## src/include/imsc_pkg.sv

```systemverilog
`default_nettype none
////////////////////////////////////////////////////////////////////////////////
// Shared constants of the two-wire bus controller
////////////////////////////////////////////////////////////////////////////////
package imsc_pkg;
  // System clock period and standard bus period
  localparam int unsigned SYS_PERIOD_NS = 25;
  localparam int unsigned BUS_PERIOD_NS = 10000;
  // System cycles per quarter of a bus clock period
  localparam int unsigned QTR_CYC       = BUS_PERIOD_NS / (4 * SYS_PERIOD_NS);

  // Register byte offsets
  localparam logic [5:0] OFS_TADDR = 6'h00;  // Target address and direction
  localparam logic [5:0] OFS_MCTRL = 6'h04;  // Initiator control and state
  localparam logic [5:0] OFS_MDATA = 6'h08;  // Initiator data byte
  localparam logic [5:0] OFS_TMO   = 6'h0C;  // Clock-low timeout
  localparam logic [5:0] OFS_ISTAT = 6'h10;  // Interrupt status
  localparam logic [5:0] OFS_IMASK = 6'h14;  // Interrupt enable mask
  localparam logic [5:0] OFS_LINE  = 6'h18;  // Live line levels
  localparam logic [5:0] OFS_SADDR = 6'h1C;  // Responder own addresses
  localparam logic [5:0] OFS_SCTRL = 6'h20;  // Responder control
  localparam logic [5:0] OFS_SDATA = 6'h24;  // Responder data byte
  localparam logic [5:0] OFS_SSTAT = 6'h28;  // Responder status

  // Field positions
  localparam int TA_DIR   = 0;   // read_direction_flag
  localparam int MC_START = 0;   // Write one to start a transaction
  localparam int MC_VIEW  = 1;   // masked_view_select
  localparam int MC_BUSY  = 2;   // Initiator busy
  localparam int MC_ERR   = 4;   // Two-bit error code
  localparam int IRQ_TMO  = 0;   // Clock-low timeout source
  localparam int IRQ_MDAT = 1;   // Initiator data source
  localparam int IRQ_SRX  = 2;   // Responder byte received
  localparam int IRQ_W    = 3;
  localparam int LS_SCL   = 0;
  localparam int LS_SDA   = 1;
  localparam int SA_SLOT  = 7;   // address_slot_select
  localparam int SA_OWN2  = 8;   // Secondary address read position
  localparam int SC_EN    = 0;
  localparam int SC_OVR   = 1;   // responder_ack_override
  localparam int SC_ACKV  = 2;   // One acknowledges, zero refuses
  localparam int SS_RREQ  = 0;
  localparam int SS_TREQ  = 1;
  localparam int SS_FBR   = 2;
  localparam int SS_OWN2  = 3;

  // Initiator error codes
  localparam logic [1:0] ERR_NONE               = 2'h0;
  localparam logic [1:0] ERR_ADDR_NACK          = 2'h1;
  localparam logic [1:0] ERR_DATA_NACK          = 2'h2;
  localparam logic [1:0] ARBITRATION_LOST_ERROR = 2'h3;

  // Reset values
  localparam logic [7:0]       RST_TADDR = 8'h00;
  localparam logic [7:0]       RST_TMO   = 8'h00;
  localparam logic [6:0]       RST_OWN   = 7'h00;
  localparam logic [IRQ_W-1:0] RST_MASK  = 3'h0;

  // State machines
  typedef enum logic [2:0] {M_IDLE, M_START, M_BIT, M_ACK, M_STOP} imsc_mst_t;
  typedef enum logic [2:0] {R_IDLE, R_ADDR, R_AACK, R_RX, R_RACK, R_TX, R_TACK} imsc_rst_t;
endpackage
`default_nettype wire

```

## src/core/imsc_top.sv

```systemverilog
// Overview of operation
// - Only enabled sources drive the interrupt line
// - Timeout and data sources, any combination
// - Status readable raw or masked, same layout
// - Line state: data bit 1, clock bit 0
// - Seven-bit target address plus read flag
// - Twelve-bit timeout, upper eight programmable, write enables
// - Timeout counts bus periods of clock low
// - Override drives software acknowledge value
// - Acknowledge choice used only under override
// - Slot zero primary, slot one secondary
// - Responder data holds last received byte
// - Responder sends software byte on read
// - Disabled responder ignores bus
// - Initiator reports none, address, data, arbitration
// - Responder compares address with own address
// - Responder reports write, read, first byte, second
//
// Decided for this implementation: the address map and the Avalon-MM slave port.
`timescale 1ns/1ps
`default_nettype none
module imsc_top
  import imsc_pkg::*;
#(
  parameter int unsigned QTR_CYC_P = QTR_CYC  // Cycles per quarter bus period
)(
  // Clock and reset
  input  wire logic        clk_sys_in,
  input  wire logic        resetn_in,
  // Avalon-MM slave
  input  wire logic [5:0]  avs_address_in,
  input  wire logic        avs_read_in,
  input  wire logic        avs_write_in,
  input  wire logic [31:0] avs_writedata_in,
  input  wire logic [3:0]  avs_byteenable_in,
  output logic [31:0]      avs_readdata_out,
  output logic             avs_waitrequest_out,
  // Interrupt
  output logic             irq_out,
  // Bus pins
  input  wire logic        scl_in,
  output logic             scl_out_out,
  output logic             scl_oe_out,
  input  wire logic        sda_in,
  output logic             sda_out_out,
  output logic             sda_oe_out
);
  ////////////////////////////////////////////////////////////////////////////
  // State
  localparam logic [15:0] QTR_LAST = 16'(QTR_CYC_P - 1);

  typedef struct packed {
    logic             wreq;     // Waitrequest
    logic [31:0]      rdata;    // Read data
    logic             irq;
    logic [2:0]       scl_s;    // Clock pin synchroniser
    logic [2:0]       sda_s;    // Data pin synchroniser
    logic             scl_f;    // Filtered clock level
    logic             sda_f;    // Filtered data level
    logic [7:0]       taddr;    // target_address and direction
    logic             view;     // masked_view_select
    logic [7:0]       mdata;
    logic [1:0]       merr;
    logic             busy;
    imsc_mst_t        mst;
    logic [1:0]       mph;      // Quarter of the bit
    logic [2:0]       mbit;
    logic             mbyte;    // Zero: address byte, one: data byte
    logic [7:0]       msh;
    logic             mscl;     // Initiator pulls clock low
    logic             msda;     // Initiator pulls data low
    logic [15:0]      qdiv;
    logic [1:0]       tph;
    logic [7:0]       tmo_val;  // timeout_count
    logic             tmo_en;
    logic [11:0]      tmo_cnt;
    logic [IRQ_W-1:0] raw;
    logic [IRQ_W-1:0] mask;     // irq_source_mask
    logic [6:0]       own1;
    logic [6:0]       own2;
    logic             sen;
    logic             sovr;
    logic             sackv;
    logic [7:0]       stx;
    logic             scl_oe;
    logic             sda_oe;
  } imsc_st_t;

  localparam imsc_st_t ST_RST = '{wreq: 1'b1, scl_s: 3'h7, sda_s: 3'h7, scl_f: 1'b1,
                                  sda_f: 1'b1, mst: M_IDLE, taddr: RST_TADDR,
                                  tmo_val: RST_TMO, own1: RST_OWN, own2: RST_OWN,
                                  mask: RST_MASK, default: '0};

  imsc_st_t         q;          // Registered state
  imsc_st_t         n;          // Next state
  logic             scl_new;    // Clock level after this cycle's filter
  logic             sda_new;    // Data level after this cycle's filter
  logic             scl_rise;
  logic             scl_fall;
  logic             start_c;
  logic             stop_c;
  logic             resp_pull;  // Responder pulls data low
  logic [7:0]       resp_rx;
  logic             resp_stb;
  logic [3:0]       resp_stat;
  logic [5:0]       a;          // Word-aligned address
  logic [31:0]      rd_val;
  logic             rd_go;
  logic             wr_go;
  logic             start_req;
  logic             qtick;
  logic             ptick;
  logic             reading;
  logic [IRQ_W-1:0] set_v;
  logic [IRQ_W-1:0] clr_v;

  ////////////////////////////////////////////////////////////////////////////
  // Pin filter and bus events; a level counts once stages two and three agree
  assign scl_new  = (q.scl_s[1] == q.scl_s[2]) ? q.scl_s[2] : q.scl_f;
  assign sda_new  = (q.sda_s[1] == q.sda_s[2]) ? q.sda_s[2] : q.sda_f;
  assign scl_rise = scl_new & ~q.scl_f;
  assign scl_fall = ~scl_new & q.scl_f;
  // Start and stop: data moves while the clock stays high
  assign start_c  = q.scl_f & scl_new & q.sda_f & ~sda_new;
  assign stop_c   = q.scl_f & scl_new & ~q.sda_f & sda_new;

  ////////////////////////////////////////////////////////////////////////////
  // Responder engine
  imsc_resp imsc_resp_inst (
    .clk_sys_in  (clk_sys_in),
    .resetn_in   (resetn_in),
    .sda_in      (q.sda_f),
    .scl_rise_in (scl_rise),
    .scl_fall_in (scl_fall),
    .start_in    (start_c),
    .stop_in     (stop_c),
    .enable_in   (q.sen),
    .own1_in     (q.own1),
    .own2_in     (q.own2),
    .ack_ovr_in  (q.sovr),
    .ack_val_in  (q.sackv),
    .tx_byte_in  (q.stx),
    .sda_pull_out(resp_pull),
    .rx_byte_out (resp_rx),
    .rx_stb_out  (resp_stb),
    .status_out  (resp_stat)
  );

  ////////////////////////////////////////////////////////////////////////////
  // Next state of the whole block
  always_comb begin
    n         = q;
    set_v     = '0;
    clr_v     = '0;
    start_req = 1'b0;
    rd_val    = 32'h0;
    a         = {avs_address_in[5:2], 2'b00};
    reading   = q.mbyte & q.taddr[TA_DIR];

    // Synchroniser shift and filtered levels
    n.scl_s = {q.scl_s[1:0], scl_in};
    n.sda_s = {q.sda_s[1:0], sda_in};
    n.scl_f = scl_new;
    n.sda_f = sda_new;

    // Quarter-period enable, and one enable per full bus period
    qtick  = (q.qdiv == QTR_LAST);
    ptick  = qtick && (q.tph == 2'h3);
    n.qdiv = qtick ? 16'h0 : q.qdiv + 16'h1;
    if (qtick) begin
      n.tph = q.tph + 2'h1;
    end

    // Read view; unmapped words read zero
    case (a)
      OFS_TADDR: rd_val[7:0] = q.taddr;
      OFS_MCTRL: begin
        rd_val[MC_VIEW]     = q.view;
        rd_val[MC_BUSY]     = q.busy;
        rd_val[MC_ERR +: 2] = q.merr;
      end
      OFS_MDATA: rd_val[7:0] = q.mdata;
      OFS_TMO:   rd_val[7:0] = q.tmo_val;
      OFS_ISTAT: rd_val[IRQ_W-1:0] = q.view ? (q.raw & q.mask) : q.raw;
      OFS_IMASK: rd_val[IRQ_W-1:0] = q.mask;
      OFS_LINE: begin
        rd_val[LS_SDA] = q.sda_f;
        rd_val[LS_SCL] = q.scl_f;
      end
      OFS_SADDR: begin
        rd_val[6:0]          = q.own1;
        rd_val[SA_OWN2 +: 7] = q.own2;
      end
      OFS_SCTRL: rd_val[2:0] = {q.sackv, q.sovr, q.sen};
      OFS_SDATA: rd_val[7:0] = resp_rx;
      OFS_SSTAT: rd_val[3:0] = resp_stat;
      default:   rd_val = 32'h0;
    endcase

    // Bus slave: one wait cycle, then the access completes
    n.wreq = 1'b1;
    rd_go  = avs_read_in & ~q.wreq;
    wr_go  = avs_write_in & ~q.wreq & avs_byteenable_in[0];
    if ((avs_read_in || avs_write_in) && q.wreq) begin
      n.wreq  = 1'b0;
      n.rdata = avs_read_in ? rd_val : 32'h0;
    end

    // Reading status clears the bits it showed
    // Clear what was captured into the read data, so an event landing in the wait cycle survives
    if (rd_go && a == OFS_ISTAT) begin
      clr_v = q.rdata[IRQ_W-1:0];
    end

    // Register writes; every writable field sits in byte lane zero
    if (wr_go) begin
      case (a)
        OFS_TADDR: n.taddr = avs_writedata_in[7:0];
        OFS_MCTRL: begin
          n.view    = avs_writedata_in[MC_VIEW];
          start_req = avs_writedata_in[MC_START];
        end
        OFS_MDATA: n.mdata = avs_writedata_in[7:0];
        OFS_TMO: begin
          n.tmo_val = avs_writedata_in[7:0];
          n.tmo_en  = 1'b1;
        end
        OFS_ISTAT: clr_v = clr_v | avs_writedata_in[IRQ_W-1:0];
        OFS_IMASK: n.mask = avs_writedata_in[IRQ_W-1:0];
        OFS_SADDR: begin
          if (avs_writedata_in[SA_SLOT]) begin
            n.own2 = avs_writedata_in[6:0];
          end else begin
            n.own1 = avs_writedata_in[6:0];
          end
        end
        OFS_SCTRL: begin
          n.sen   = avs_writedata_in[SC_EN];
          n.sovr  = avs_writedata_in[SC_OVR];
          n.sackv = avs_writedata_in[SC_ACKV];
        end
        OFS_SDATA: n.stx = avs_writedata_in[7:0];
        default: ;
      endcase
    end

    // Initiator engine; a start request while busy is ignored
    if (q.mst == M_IDLE) begin
      if (start_req) begin
        n.mst   = M_START;
        n.mph   = 2'h0;
        n.mbit  = 3'h0;
        n.mbyte = 1'b0;
        n.msh   = q.taddr;
        n.merr  = ERR_NONE;
        n.busy  = 1'b1;
      end
    end else if (qtick) begin
      n.mph = q.mph + 2'h1;
      case (q.mst)
        M_START: begin
          if (q.mph == 2'h1) n.msda = 1'b1;
          if (q.mph == 2'h2) n.mscl = 1'b1;
          if (q.mph == 2'h3) n.mst = M_BIT;
        end
        M_BIT: begin
          // Data changes only while the clock is held low
          if (q.mph == 2'h0) n.msda = reading ? 1'b0 : ~q.msh[7];
          if (q.mph == 2'h1) n.mscl = 1'b0;
          if (q.mph == 2'h2) begin
            if (!q.scl_f) begin
              // Another party stretches the clock
              n.mph = q.mph;
            end else if (!reading && !q.msda && !q.sda_f) begin
              // Released a one but the line is low: lost the bus
              n.merr        = ARBITRATION_LOST_ERROR;
              n.mst         = M_IDLE;
              n.busy        = 1'b0;
              n.msda        = 1'b0;
              n.mscl        = 1'b0;
              set_v[IRQ_MDAT] = 1'b1;
            end else begin
              n.msh = {q.msh[6:0], q.sda_f};
            end
          end
          if (q.mph == 2'h3 && q.mst == n.mst) begin
            n.mscl = 1'b1;
            n.mbit = q.mbit + 3'h1;
            if (q.mbit == 3'h7) n.mst = M_ACK;
          end
        end
        M_ACK: begin
          // Data line released: sampled after a send, a refusal after a read
          if (q.mph == 2'h0) n.msda = 1'b0;
          if (q.mph == 2'h1) n.mscl = 1'b0;
          if (q.mph == 2'h2) begin
            if (!q.scl_f) begin
              n.mph = q.mph;
            end else if (!reading && q.sda_f) begin
              n.merr = q.mbyte ? ERR_DATA_NACK : ERR_ADDR_NACK;
            end
          end
          if (q.mph == 2'h3) begin
            n.mscl = 1'b1;
            if (reading) n.mdata = q.msh;
            if (q.merr != ERR_NONE || q.mbyte) begin
              n.mst = M_STOP;
            end else begin
              n.mbyte = 1'b1;
              n.mbit  = 3'h0;
              n.msh   = q.mdata;
              n.mst   = M_BIT;
            end
          end
        end
        M_STOP: begin
          if (q.mph == 2'h0) n.msda = 1'b1;
          if (q.mph == 2'h1) n.mscl = 1'b0;
          if (q.mph == 2'h2) begin
            if (!q.scl_f) n.mph = q.mph;
            else n.msda = 1'b0;
          end
          if (q.mph == 2'h3) begin
            n.mst           = M_IDLE;
            n.busy          = 1'b0;
            set_v[IRQ_MDAT] = 1'b1;
          end
        end
        default: n.mst = M_IDLE;
      endcase
    end

    // Clock-low timeout in whole bus periods; saturates rather than wrapping
    if (q.scl_f) begin
      n.tmo_cnt = 12'h0;
    end else if (ptick && q.tmo_cnt != 12'hFFF) begin
      n.tmo_cnt = q.tmo_cnt + 12'h1;
      if (q.tmo_en && n.tmo_cnt == {q.tmo_val, 4'h0}) begin
        set_v[IRQ_TMO] = 1'b1;
      end
    end

    // Responder byte event
    set_v[IRQ_SRX] = resp_stb;

    // Sticky status: a new event wins over a clear in the same cycle
    n.raw = (q.raw & ~clr_v) | set_v;
    n.irq = |(n.raw & n.mask);

    // Open-drain drive: enable means pull low
    n.scl_oe = n.mscl;
    n.sda_oe = n.msda | resp_pull;
  end

  ////////////////////////////////////////////////////////////////////////////
  // State register
  always_ff @(posedge clk_sys_in or negedge resetn_in) begin
    if (!resetn_in) begin
      q <= ST_RST;
    end else begin
      q <= n;
    end
  end

  // Outputs straight from the state register
  assign avs_readdata_out    = q.rdata;
  assign avs_waitrequest_out = q.wreq;
  assign irq_out             = q.irq;
  assign scl_out_out         = q.scl_oe & 1'b0;
  assign scl_oe_out          = q.scl_oe;
  assign sda_out_out         = q.sda_oe & 1'b0;
  assign sda_oe_out          = q.sda_oe;
endmodule // imsc_top
`default_nettype wire

```

## src/core/imsc_resp.sv

```systemverilog
`timescale 1ns/1ps
`default_nettype none
module imsc_resp
  import imsc_pkg::*;
(
  // Clock and reset
  input  wire logic       clk_sys_in,
  input  wire logic       resetn_in,
  // Filtered bus level and events
  input  wire logic       sda_in,
  input  wire logic       scl_rise_in,
  input  wire logic       scl_fall_in,
  input  wire logic       start_in,
  input  wire logic       stop_in,
  // Software settings
  input  wire logic       enable_in,
  input  wire logic [6:0] own1_in,
  input  wire logic [6:0] own2_in,
  input  wire logic       ack_ovr_in,
  input  wire logic       ack_val_in,
  input  wire logic [7:0] tx_byte_in,
  // Results
  output logic            sda_pull_out,
  output logic [7:0]      rx_byte_out,
  output logic            rx_stb_out,
  output logic [3:0]      status_out
);
  // Whole responder state
  typedef struct packed {
    imsc_rst_t  st;
    logic [7:0] sh;
    logic [2:0] cnt;
    logic       full;   // Byte complete, or master acknowledged
    logic       first;  // Next byte is the first after the address
    logic       pull;
    logic [7:0] rx;
    logic       stb;
    logic [3:0] stat;
  } imsc_rs_t;

  imsc_rs_t q_r;   // Registered state
  imsc_rs_t q_nxt; // Next state
  logic     ackd;  // Level of the acknowledge decision

  ////////////////////////////////////////////////////////////////////////////
  // Next state
  always_comb begin
    q_nxt     = q_r;
    q_nxt.stb = 1'b0;
    ackd      = ack_ovr_in ? ack_val_in : 1'b1;
    if (!enable_in || stop_in) begin
      q_nxt.st   = R_IDLE;
      q_nxt.pull = 1'b0;
    end else if (start_in) begin
      // A repeated start also lands here
      q_nxt.st   = R_ADDR;
      q_nxt.cnt  = 3'h0;
      q_nxt.full = 1'b0;
      q_nxt.pull = 1'b0;
      q_nxt.stat = 4'h0;
    end else begin
      case (q_r.st)
        R_ADDR, R_RX: begin
          if (scl_rise_in) begin
            q_nxt.sh   = {q_r.sh[6:0], sda_in};
            q_nxt.cnt  = q_r.cnt + 3'h1;
            q_nxt.full = (q_r.cnt == 3'h7);
          end else if (scl_fall_in && q_r.full) begin
            q_nxt.full = 1'b0;
            if (q_r.st == R_RX) begin
              q_nxt.rx           = q_r.sh;
              q_nxt.stb          = 1'b1;
              q_nxt.stat[SS_RREQ] = 1'b1;
              q_nxt.stat[SS_FBR]  = q_r.first;
              q_nxt.first        = 1'b0;
              q_nxt.pull         = ackd;
              q_nxt.st           = R_RACK;
            end else if (q_r.sh[7:1] == own1_in || q_r.sh[7:1] == own2_in) begin
              q_nxt.stat[SS_OWN2] = (q_r.sh[7:1] != own1_in);
              q_nxt.pull          = ackd;
              q_nxt.st            = R_AACK;
            end else begin
              q_nxt.st = R_IDLE;
            end
          end
        end
        R_AACK: begin
          if (scl_fall_in && q_r.sh[0]) begin
            q_nxt.st            = R_TX;
            q_nxt.sh            = tx_byte_in;
            q_nxt.pull          = ~tx_byte_in[7];
            q_nxt.cnt           = 3'h0;
            q_nxt.stat[SS_TREQ] = 1'b1;
          end else if (scl_fall_in) begin
            q_nxt.st    = R_RX;
            q_nxt.pull  = 1'b0;
            q_nxt.cnt   = 3'h0;
            q_nxt.first = 1'b1;
          end
        end
        R_RACK: begin
          if (scl_fall_in) begin
            q_nxt.st   = R_RX;
            q_nxt.pull = 1'b0;
            q_nxt.cnt  = 3'h0;
          end
        end
        R_TX: begin
          if (scl_fall_in && q_r.cnt == 3'h7) begin
            q_nxt.st   = R_TACK;
            q_nxt.pull = 1'b0;
          end else if (scl_fall_in) begin
            q_nxt.sh   = {q_r.sh[6:0], 1'b0};
            q_nxt.pull = ~q_r.sh[6];
            q_nxt.cnt  = q_r.cnt + 3'h1;
          end
        end
        R_TACK: begin
          // A refusal by the master ends the read
          if (scl_rise_in) begin
            q_nxt.full = ~sda_in;
          end else if (scl_fall_in && q_r.full) begin
            q_nxt.st   = R_TX;
            q_nxt.sh   = tx_byte_in;
            q_nxt.pull = ~tx_byte_in[7];
            q_nxt.cnt  = 3'h0;
            q_nxt.full = 1'b0;
          end else if (scl_fall_in) begin
            q_nxt.st = R_IDLE;
          end
        end
        default: begin
          q_nxt.st = R_IDLE;
        end
      endcase
    end
  end

  ////////////////////////////////////////////////////////////////////////////
  // State register
  always_ff @(posedge clk_sys_in or negedge resetn_in) begin
    if (!resetn_in) begin
      q_r <= '{st: R_IDLE, default: '0};
    end else begin
      q_r <= q_nxt;
    end
  end

  assign sda_pull_out = q_r.pull;
  assign rx_byte_out  = q_r.rx;
  assign rx_stb_out   = q_r.stb;
  assign status_out   = q_r.stat;
endmodule // imsc_resp
`default_nettype wire

```

## config.mk

```make
export PLATFORM = sky130hd
export DESIGN_NAME = imsc_top
export DESIGN_NICKNAME = d
export VERILOG_FILES = /design/src/include/imsc_pkg.sv /design/src/core/imsc_top.sv /design/src/core/imsc_resp.sv
export SDC_FILE = /design/constraint.sdc
export NUM_CORES = 1
export LEC_CHECK = 0
export BUFFER_PORTS_ARGS = -buffer_cell sky130_fd_sc_hd__buf_2
export CORE_MARGIN = 2
export CORE_UTILIZATION = 50
export DETAILED_ROUTE_END_ITERATION = 7
export GPL_TIMING_DRIVEN = 0
export PLACE_DENSITY = 0.71
export SYNTH_ARGS = -nofsm -noshare
export SYNTH_HDL_FRONTEND = slang
export SYNTH_HIERARCHICAL = 1
export SYNTH_SLANG_ARGS = --single-unit
```

## constraint.sdc

```tcl
create_clock -name clk_sys_in -period 3.94 [get_ports clk_sys_in]
set_input_delay 0.788 -clock clk_sys_in [delete_from_list [all_inputs] [get_ports clk_sys_in]]
set_output_delay 0.788 -clock clk_sys_in [all_outputs]
set_load 0.1 [all_outputs]
```

* Word level (Yosys, flattened, before mapping)
Index checks and enable logic that the tools add are counted.
W data, S select, Z words.
** Word-level totals
- Bits of input ports :: 48
- Output and inout port bits :: 38
- Flip-flop bits (word level) :: 182
** Cells by class
- Reductions and logical operators :: 70
- $add $sub $neg :: 6
- Bitwise operators :: 31
- Eq/ne operators :: 80
- Mux-type cells :: 149
** Operators by type and width (number)
- $mux W8 :: 13
- $mux W3 :: 25
- $mux W1 :: 50
- $mux W12 :: 4
- $mux W14 :: 3
- $mux W20 :: 2
- $ne A3 B3 Y1 const B :: 13
- $mux W11 :: 3
- $mux W33 :: 1
- $pmux W8 S4 :: 1
- $mux W30 :: 1
- $pmux W3 S5 :: 2
- $mux W28 :: 1
- $reduce_and A9 Y1 :: 3
- $mux W13 :: 2
- $ne A4 B1 Y1 const B :: 6
- $reduce_bool A2 Y1 :: 12
- $mux W7 :: 3
- $mux W10 :: 2
- $ne A5 B1 Y1 const B :: 4
- $pmux W1 S10 :: 2
- $reduce_and A5 Y1 :: 4
- $eq A3 B3 Y1 const B :: 6
- $mux W2 :: 9
- other kinds (65) :: 164

* Logic depth before layout (Yosys ltp)
Gate-level depths: netlist (run 1).
- Depth in word-level cells :: 17
- Depth in mapped cells :: 10
- Gate-level depth less buffers :: 8

* By module
Netlist (run 1), hierarchy kept.
** By module, submodules not included
- imsc_top :: seq. area each 3389.5 µm², area an instance 7352.1 µm², times used 1, cells each 707
- imsc_resp :: seq. area each 750.7 µm², area an instance 2011.9 µm², times used 1, cells each 224

* Worst setup path after synthesis (run 1)
No wires, ideal clock.
- Path type :: input to register
- Start :: input avs_address_in[2]
- End :: register q (netlist bit irq_out)
- Stages on the path :: 7
- Library setup time :: 0.137 ns
- Setup slack :: 1.453 ns
- Path buffers :: 1
- Arrival :: 2.350 ns
- Cell sequence :: buf_2 -> or4b_4 -> nor3b_2 -> a221o_1 -> o31ai_1 -> a222oi_1 -> o31ai_1
** RTL lines
- start, declared :: RTL line imsc_top.sv:31 : input wire logic [5:0] avs_address_in,
- end signal, assigned :: RTL line imsc_top.sv:361 : q <= n;
- end, declared :: RTL line imsc_top.sv:94 : imsc_st_t q;

* Worst setup path after layout (run 1)
- Start :: register q[112] in the netlist's numbering
- End :: register imsc_resp_inst/q_r[16] in the netlist's numbering
** On the way
- Elaborated cells on any way between the ends :: 26
- Those cells by class :: eq/ne: 5; mux: 5; bitwise: 10; reduce/logical: 6
** RTL lines
- $mux W1 / $not A1 Y1 (equally long branches) :: RTL line imsc_top.sv:119, imsc_top.sv:121
- $and A1 B1 Y1 * :: RTL line imsc_top.sv:121 : assign scl_rise = scl_new & ~q.scl_f;
- named net scl_rise :: RTL line imsc_top.sv:98 : logic scl_rise;
- $ne A3 B3 Y1 (no line) / $ne A3 B1 Y1 (equally long branches)
- $reduce_and A7 Y1 (no line) *
- end signal, assigned :: RTL line imsc_resp.sv:145 : q_r <= q_nxt;
- end, declared :: RTL line imsc_resp.sv:41 : imsc_rs_t q_r;
The timed path passes the listed nets; every way through them passes the cells marked *.
A chain may end at the register's enable or synchronous reset.

==> out/metrics.yaml, run 1 <==
cts.sinks: 165
synth_async_sr_flop_share_pct: 100
utilization_pct: 56.8
tightestPinTransition_ns: 1.01
syn_avg_cell_area_sq_um: 10.1
post-route-min-period_ns: 3.29
vias: 7304
place_ws_ns: 0.609
worstPathArrival_ns: 3.62
syn-cell-area_sq_mm: 0.00936
die_area_sq_mm: 0.0198
hold_violations: 0
slew_viol_final: 0
post_dp_cell_area_sq_mm: 0.00993
cp_max_fo: 10
synth_edf_count: 0
cap_viol_max_count: 0
grt_max_degree: 125
worst_clock_skew_ns: 0.00912
switching_power_w: 0.00118
clock.fmax_mhz: 304
gp_congestion: 0.940
cts_tree: "done"
swShare_pct: 29.0
drc: 0
crit_type: "register to register"
dp_hpwl_mm: 16.1
clock_tree.buffer_depth: 2
power.share.sequential_pct: 46.1
final_cell_area_sq_mm: 0.0105
slowest_stage: "buf_1"
final.setup.worst_slack_ns: 0.655
required_ns: 4.27
drt_iter0_drc: 663
finalSetupViolCount: 0
pin_count: 86
cts_root_buffer: "clkbuf_16"
slowest_delay_ns: 0.54
synthDistinctLibCells: 83
grt_overflow_total: 0
regArea_sq_mm: 0.00414
final_common_cell: "dfrtp_1"
numCtsBuffers: 17
worstSkewPairLatency_ns: 0.44
wl_per_cell_microns: 18.3
seq_area_frac_synth_pct: 44.2
ctsHtreeMaxLevel: 4
drive_above_1_share_pct: 22.6
fin_crit_sh_pct: 83.4
cp_cell_sequence: "clkbuf_1 -> buf_1 -> nor2_1 -> nor2_1 -> o22ai_1 -> a221oi_1 -> o21ai_0 -> mux2_2"
ys_warn_count: 6
ys_ff_latch: 165
multi_input_area_sq_mm: 0.00465
r2r_cells: 8
crit_start: "q[112]$_DFF_PN1_"
final_cell_mix: "dfrtp_1 (156), nand2_1 (83), nor2_1 (75), mux2_2 (59)"
core-area_sq_mm: 0.0185
ir_drop_mv: 0.322
p_per_area_mw_per_mm2: 387
holdBufCountCts: 0
synth_flop_cell: "dfrtp_1"
ant_nets: 0
die_h_microns: 141
status: "complete, no violations"
slew-limit-headroom_pct: 32.0
io_buffers: 34
cts_resized: 0
n_fill_cell: 1626
grt_first_pass_wirelength_mm: 37.3
initial_core_util_pct: 50.6
r2r_end: "imsc_resp_inst/q_r[16]$_DFFE_PN0P_"
end_kind: "register"
p_int_w: 0.00289
rsz0062_at_grt: "false"
dr.pass1.iters: 5
die-width_microns: 141
p_leak_nw: 4.86
hold_slack_ns: 0.216
path_clk_slew_ns: 0.07
wirelength_mm: 22.8
setup.worst_path.end: "imsc_resp_inst/q_r[16]$_DFFE_PN0P_"
start_kind: "register"
rr_startpoint: "q[112]$_DFF_PN1_"
track_usage_pct: 23.9
clkPwrFrac_pct: 40.7
p_comb_share_pct: 13.2
vias_per_cell: 5.84
synthCells: 931
area_growth_pct: 12.3
row_count: 50
postCtsSetupBuffers: 0
nets: 1063
r2r_slack_ns: 0.65
grt_pass1_vias: 6903
crit_top_cell: "nor2_1"
hold_class: "input port to asynchronous set/reset pin"
antenna_found_initial: 1
power groups by stage:
stage	Sequential, W	Clock, W	Combinational (W)
floorplan	0.00190	0	0.000370
global placement	0.00190	0	0.000523
detailed placement	0.00190	0	0.000535
CTS	0.00187	0.00169	0.000537
global route	0.00188	0.00177	0.000578
finish	0.00187	0.00166	0.000537
cell families (layout without fill, tap and decap cells):
family | count (synthesis) | in the layout | share of synthesized area (%)
and+or+nand+nor | 293 | 293 | 16.5
AOI/OAI and AO/OA | 204 | 204 | 14.8
DFF | 165 | 165 | 44.2
buffers and inverters | 112 | 179 | 6.87
muxes | 93 | 93 | 11.3
xor gates and xnor gates | 51 | 51 | 4.77
adders and majority gates | 12 | 12 | 1.60
other | 1 | 20 | 0.0400
sequential cells by signal, indices dropped and copies added (netlist names):
signal / cells
n: 4
imsc_resp_inst/sda_pull_out: 1
imsc_resp_inst/rx_stb_out: 1
avs_readdata_out: 15
imsc_resp_inst/rx_byte_out: 8
irq_out: 1
imsc_resp_inst/q_r: 16
sda_oe_out: 1
imsc_resp_inst/status_out: 4
q: 112
avs_waitrequest_out: 1
scl_oe_out: 1
synth_stat cells, types with 8 or more instances:
cell type / n / area share, %
dfrtp_1: 156 / 42
nand2_1: 83 / 3.3
nor2_1: 75 / 3.0
mux2_2: 59 / 7.1
buf_4: 47 / 3.8
o21ai_0: 47 / 2.5
a21oi_1: 41 / 2.2
xnor2_1: 26 / 2.4
nand3_1: 25 / 1.3
xor2_1: 25 / 2.3
inv_1: 22 / 0.88
clkbuf_1: 20 / 0.80
mux2i_1: 19 / 2.0
a22o_1: 17 / 1.6
nor3_1: 16 / 0.86
a31oi_1: 15 / 1.0
a22oi_1: 14 / 1.1
buf_2: 12 / 0.64
ha_1: 12 / 1.6
nand4_1: 12 / 0.80
and3_1: 10 / 0.67
dfstp_2: 9 / 2.5
nand2b_1: 9 / 0.60
nor2b_1: 9 / 0.60
mux2_4: 8 / 1.3
area by class of cell:
type | instances | area share (%)
inverter | 22 | 0.785
tap | 234 | 2.78
buffer | 90 | 5.33
clock inverter | 11 | 1.09
clock buffer | 21 | 4.47
sequential | 165 | 39.4
timing repair buffer | 35 | 1.97
multi-input combinational | 672 | 44.2
antenna | 1 | 0.0238
critical path, delay by kind of cell (launching register included):
family / cells / cell delay [ns]
buffers and inverters: 2 / 1.03
DFF: 1 / 0.52
muxes: 1 / 0.31
and+or+nand+nor: 2 / 0.57
AOI/OAI and AO/OA: 3 / 0.74
worst min path at each step:
| stage | endpoint | cells after the start |
|---|---|---|
| floorplan | n[115]$_DFF_PN1_ | 0 |
| global placement | n[115]$_DFF_PN1_ | 0 |
| detailed placement | n[118]$_DFF_PN1_ | 0 |
| CTS | imsc_resp_inst/q_r[28]$_DFFE_PN0P_ | 1 |
| global route | imsc_resp_inst/q_r[28]$_DFFE_PN0P_ | 1 |
| finish | imsc_resp_inst/q_r[28]$_DFFE_PN0P_ | 1 |
metrics by stage:
step / power [W] / instances / setup TNS (ns)
after CTS: 0.00410 / 1250 / 0
after global routing: 0.00423 / 1250 / 0
after detailed placement: 0.00244 / 1218 / 0
final: 0.00407 / 1251 / 0
after global placement: 0.00242 / 1217 / -71.78
after floorplan: 0.00227 / 949 / 0
per-layer routing:
layer  up-vias  GRT usage, %  part of all wire (%)
li1       3441             -                     -
met1      3593          34.9                    47
met2       238          36.8                    46
met3        32          3.43                   4.6
met4         0          7.84                   1.8
met5         -             0                     0
No activity file was read; power rests on OpenSTA's default activity.
==> inputs of run 2 (changes only) <==
clock period = 3.26 ns   (was 3.94 ns; I/O delays follow)
==> out/metrics.yaml, run 2 (same netlist as run 1, synthesis figures left out) <==
drive_above_1_share_pct: 22.8
dr_wl_met2_mm: 10.6
setup.worst_path.end: "imsc_resp_inst/q_r[16]$_DFFE_PN0P_"
dp_hpwl_mm: 16.1
r2r_slack_ns: 0.55
clock_tree.buffer_depth: 2
drt_iter0_drc: 632
drc: 0
grt_max_degree: 125
initial_core_util_pct: 50.6
hold_violations: 0
path_clk_slew_ns: 0.07
end_kind: "register"
core-area_sq_mm: 0.0185
finalSetupViolCount: 0
ant_nets: 0
wl_per_cell_microns: 18.2
gp_congestion: 0.940
slew_viol_final: 0
cp_max_fo: 10
r2r_end: "imsc_resp_inst/q_r[16]$_DFFE_PN0P_"
clock.fmax_mhz: 369
ctsHtreeMaxLevel: 4
fin_crit_sh_pct: 83.0
setup_tns_ns: 0
wl_met3_mm: 1.01
worstPathArrival_ns: 3.03
slew-limit-headroom_pct: 31.2
cts.sinks: 165
nets: 1062
final_cell_mix: "dfrtp_1 (156), nand2_1 (83), nor2_1 (75), mux2_2 (59)"
area_growth_pct: 12.3
row_count: 50
track_usage_pct: 23.9
die_h_microns: 141
met1_length_mm: 10.7
largest_register: "q"
numCtsBuffers: 17
p_leak_nw: 4.86
cap_viol_max_count: 0
largest_reg_flops: 112
dr.pass1.iters: 5
grt_first_pass_wirelength_mm: 37.3
pin_count: 86
grt_pass1_vias: 6910
required_ns: 3.59
vias: 7340
n_fill_cell: 1630
crit_start: "q[112]$_DFF_PN1_"
tightestPinTransition_ns: 1.02
grt_overflow_total: 0
die_area_sq_mm: 0.0198
worstSkewPairLatency_ns: 0.44
hold_class: "input port to asynchronous set/reset pin"
cts_tree: "done"
final_common_cell: "dfrtp_1"
postCtsSetupBuffers: 0
start_kind: "register"
dr.max_layer_used: "met4"
cts_root_buffer: "clkbuf_16"
final_cells: 1250
p_per_area_mw_per_mm2: 467
antenna_found_initial: 1
die-width_microns: 141
vias_per_cell: 5.87
ir_drop_mv: 0.383
crit_type: "register to register"
post_dp_cell_area_sq_mm: 0.00993
final_cell_area_sq_mm: 0.0105
worst_clock_skew_ns: 0.00876
wirelength_mm: 22.7
dp.cells: 1218
post-route-min-period_ns: 2.71
io_buffers: 34
status: "complete, no violations"
r2r_cells: 8
rr_startpoint: "q[112]$_DFF_PN1_"
rsz0062_at_grt: "false"
-- run 2: layout make-up --
| cell class | instances | area, sq um | share of cell area [%] |
|---|---|---|---|
| Timing Repair Buffer | 35 | 208 | 1.97 |
| Buffer | 89 | 558 | 5.31 |
| Clock inverter | 11 | 115 | 1.09 |
| Tap cell | 234 | 293 | 2.78 |
| Inverter | 22 | 82.6 | 0.785 |
| Clock buffer | 21 | 470 | 4.47 |
| Multi-Input combinational cell | 672 | 4650 | 44.2 |
| Antenna cell | 1 | 2.50 | 0.0238 |
| Sequential cell | 165 | 4140 | 39.4 |
-- run 2: power by group --
| part | total, W | leakage (nW) | switching (W) | internal, W |
|---|---|---|---|---|
| Sequential | 0.00227 | 2.15 | 0.000110 | 0.00216 |
| Clock | 0.00200 | 0.281 | 0.000870 | 0.00113 |
| Combinational | 0.000643 | 2.43 | 0.000439 | 0.000204 |
| Total | 0.00491 | 4.86 | 0.00142 | 0.00349 |
-- run 2: worst min path at each step --
| stage | depth (start not counted) | start | endpoint | slack (ns) |
|---|---|---|---|---|
| after floorplan | 0 | n[114]$_DFF_PN1_ | n[115]$_DFF_PN1_ | 0.35 |
| after global placement | 0 | n[114]$_DFF_PN1_ | n[115]$_DFF_PN1_ | 0.35 |
| after detailed placement | 0 | n[117]$_DFF_PN1_ | n[118]$_DFF_PN1_ | 0.35 |
| after CTS | 1 | resetn_in | imsc_resp_inst/q_r[28]$_DFFE_PN0P_ | 0.09 |
| after global routing | 1 | resetn_in | imsc_resp_inst/q_r[28]$_DFFE_PN0P_ | 0.09 |
| final | 1 | resetn_in | imsc_resp_inst/q_r[28]$_DFFE_PN0P_ | 0.08 |
-- run 2: critical path: stages (launching register included) --
cell and delay, ns:
dfstp_2 0.69, inv_1 0.19, nor3_1 0.21, clkbuf_2 0.22
buf_2 0.26, o22ai_1 0.11, a221oi_1 0.39, o21ai_0 0.21
mux2_2 0.31
-- run 2: per-stage QoR --
| stage | total power (W) | utilization, % | setup WS, ns | hold slack [ns] |
|---|---|---|---|---|
| after global routing | 0.00511 | 56.8 | 0.313 | 0.0927 |
| final | 0.00491 | 56.8 | 0.553 | 0.0841 |
| after CTS | 0.00496 | 56.8 | 0.0920 | 0.0940 |
| after floorplan | 0.00274 | - | 0.907 | 0.345 |
| after detailed placement | 0.00295 | 53.6 | -0.0715 | 0.347 |
| after global placement | 0.00293 | 53.4 | -1.01 | 0.346 |
-- run 2: what timing repair did --
| action | CTS | global route |
|---|---|---|
| pin swaps | 0 | 0 |
| cloned | 0 | 0 |
| setup endpoints to repair | 1 | 3 |
| gates resized for setup | 1 | 0 |
| hold buffers | 0 | 0 |
-- run 2: per-layer routing --
metal / vias up / global-route usage (%)
met4: 0 / 7.84
met1: 3648 / 34.9
met5: - / 0
met2: 225 / 36.8
li1: 3432 / -
met3: 35 / 3.43
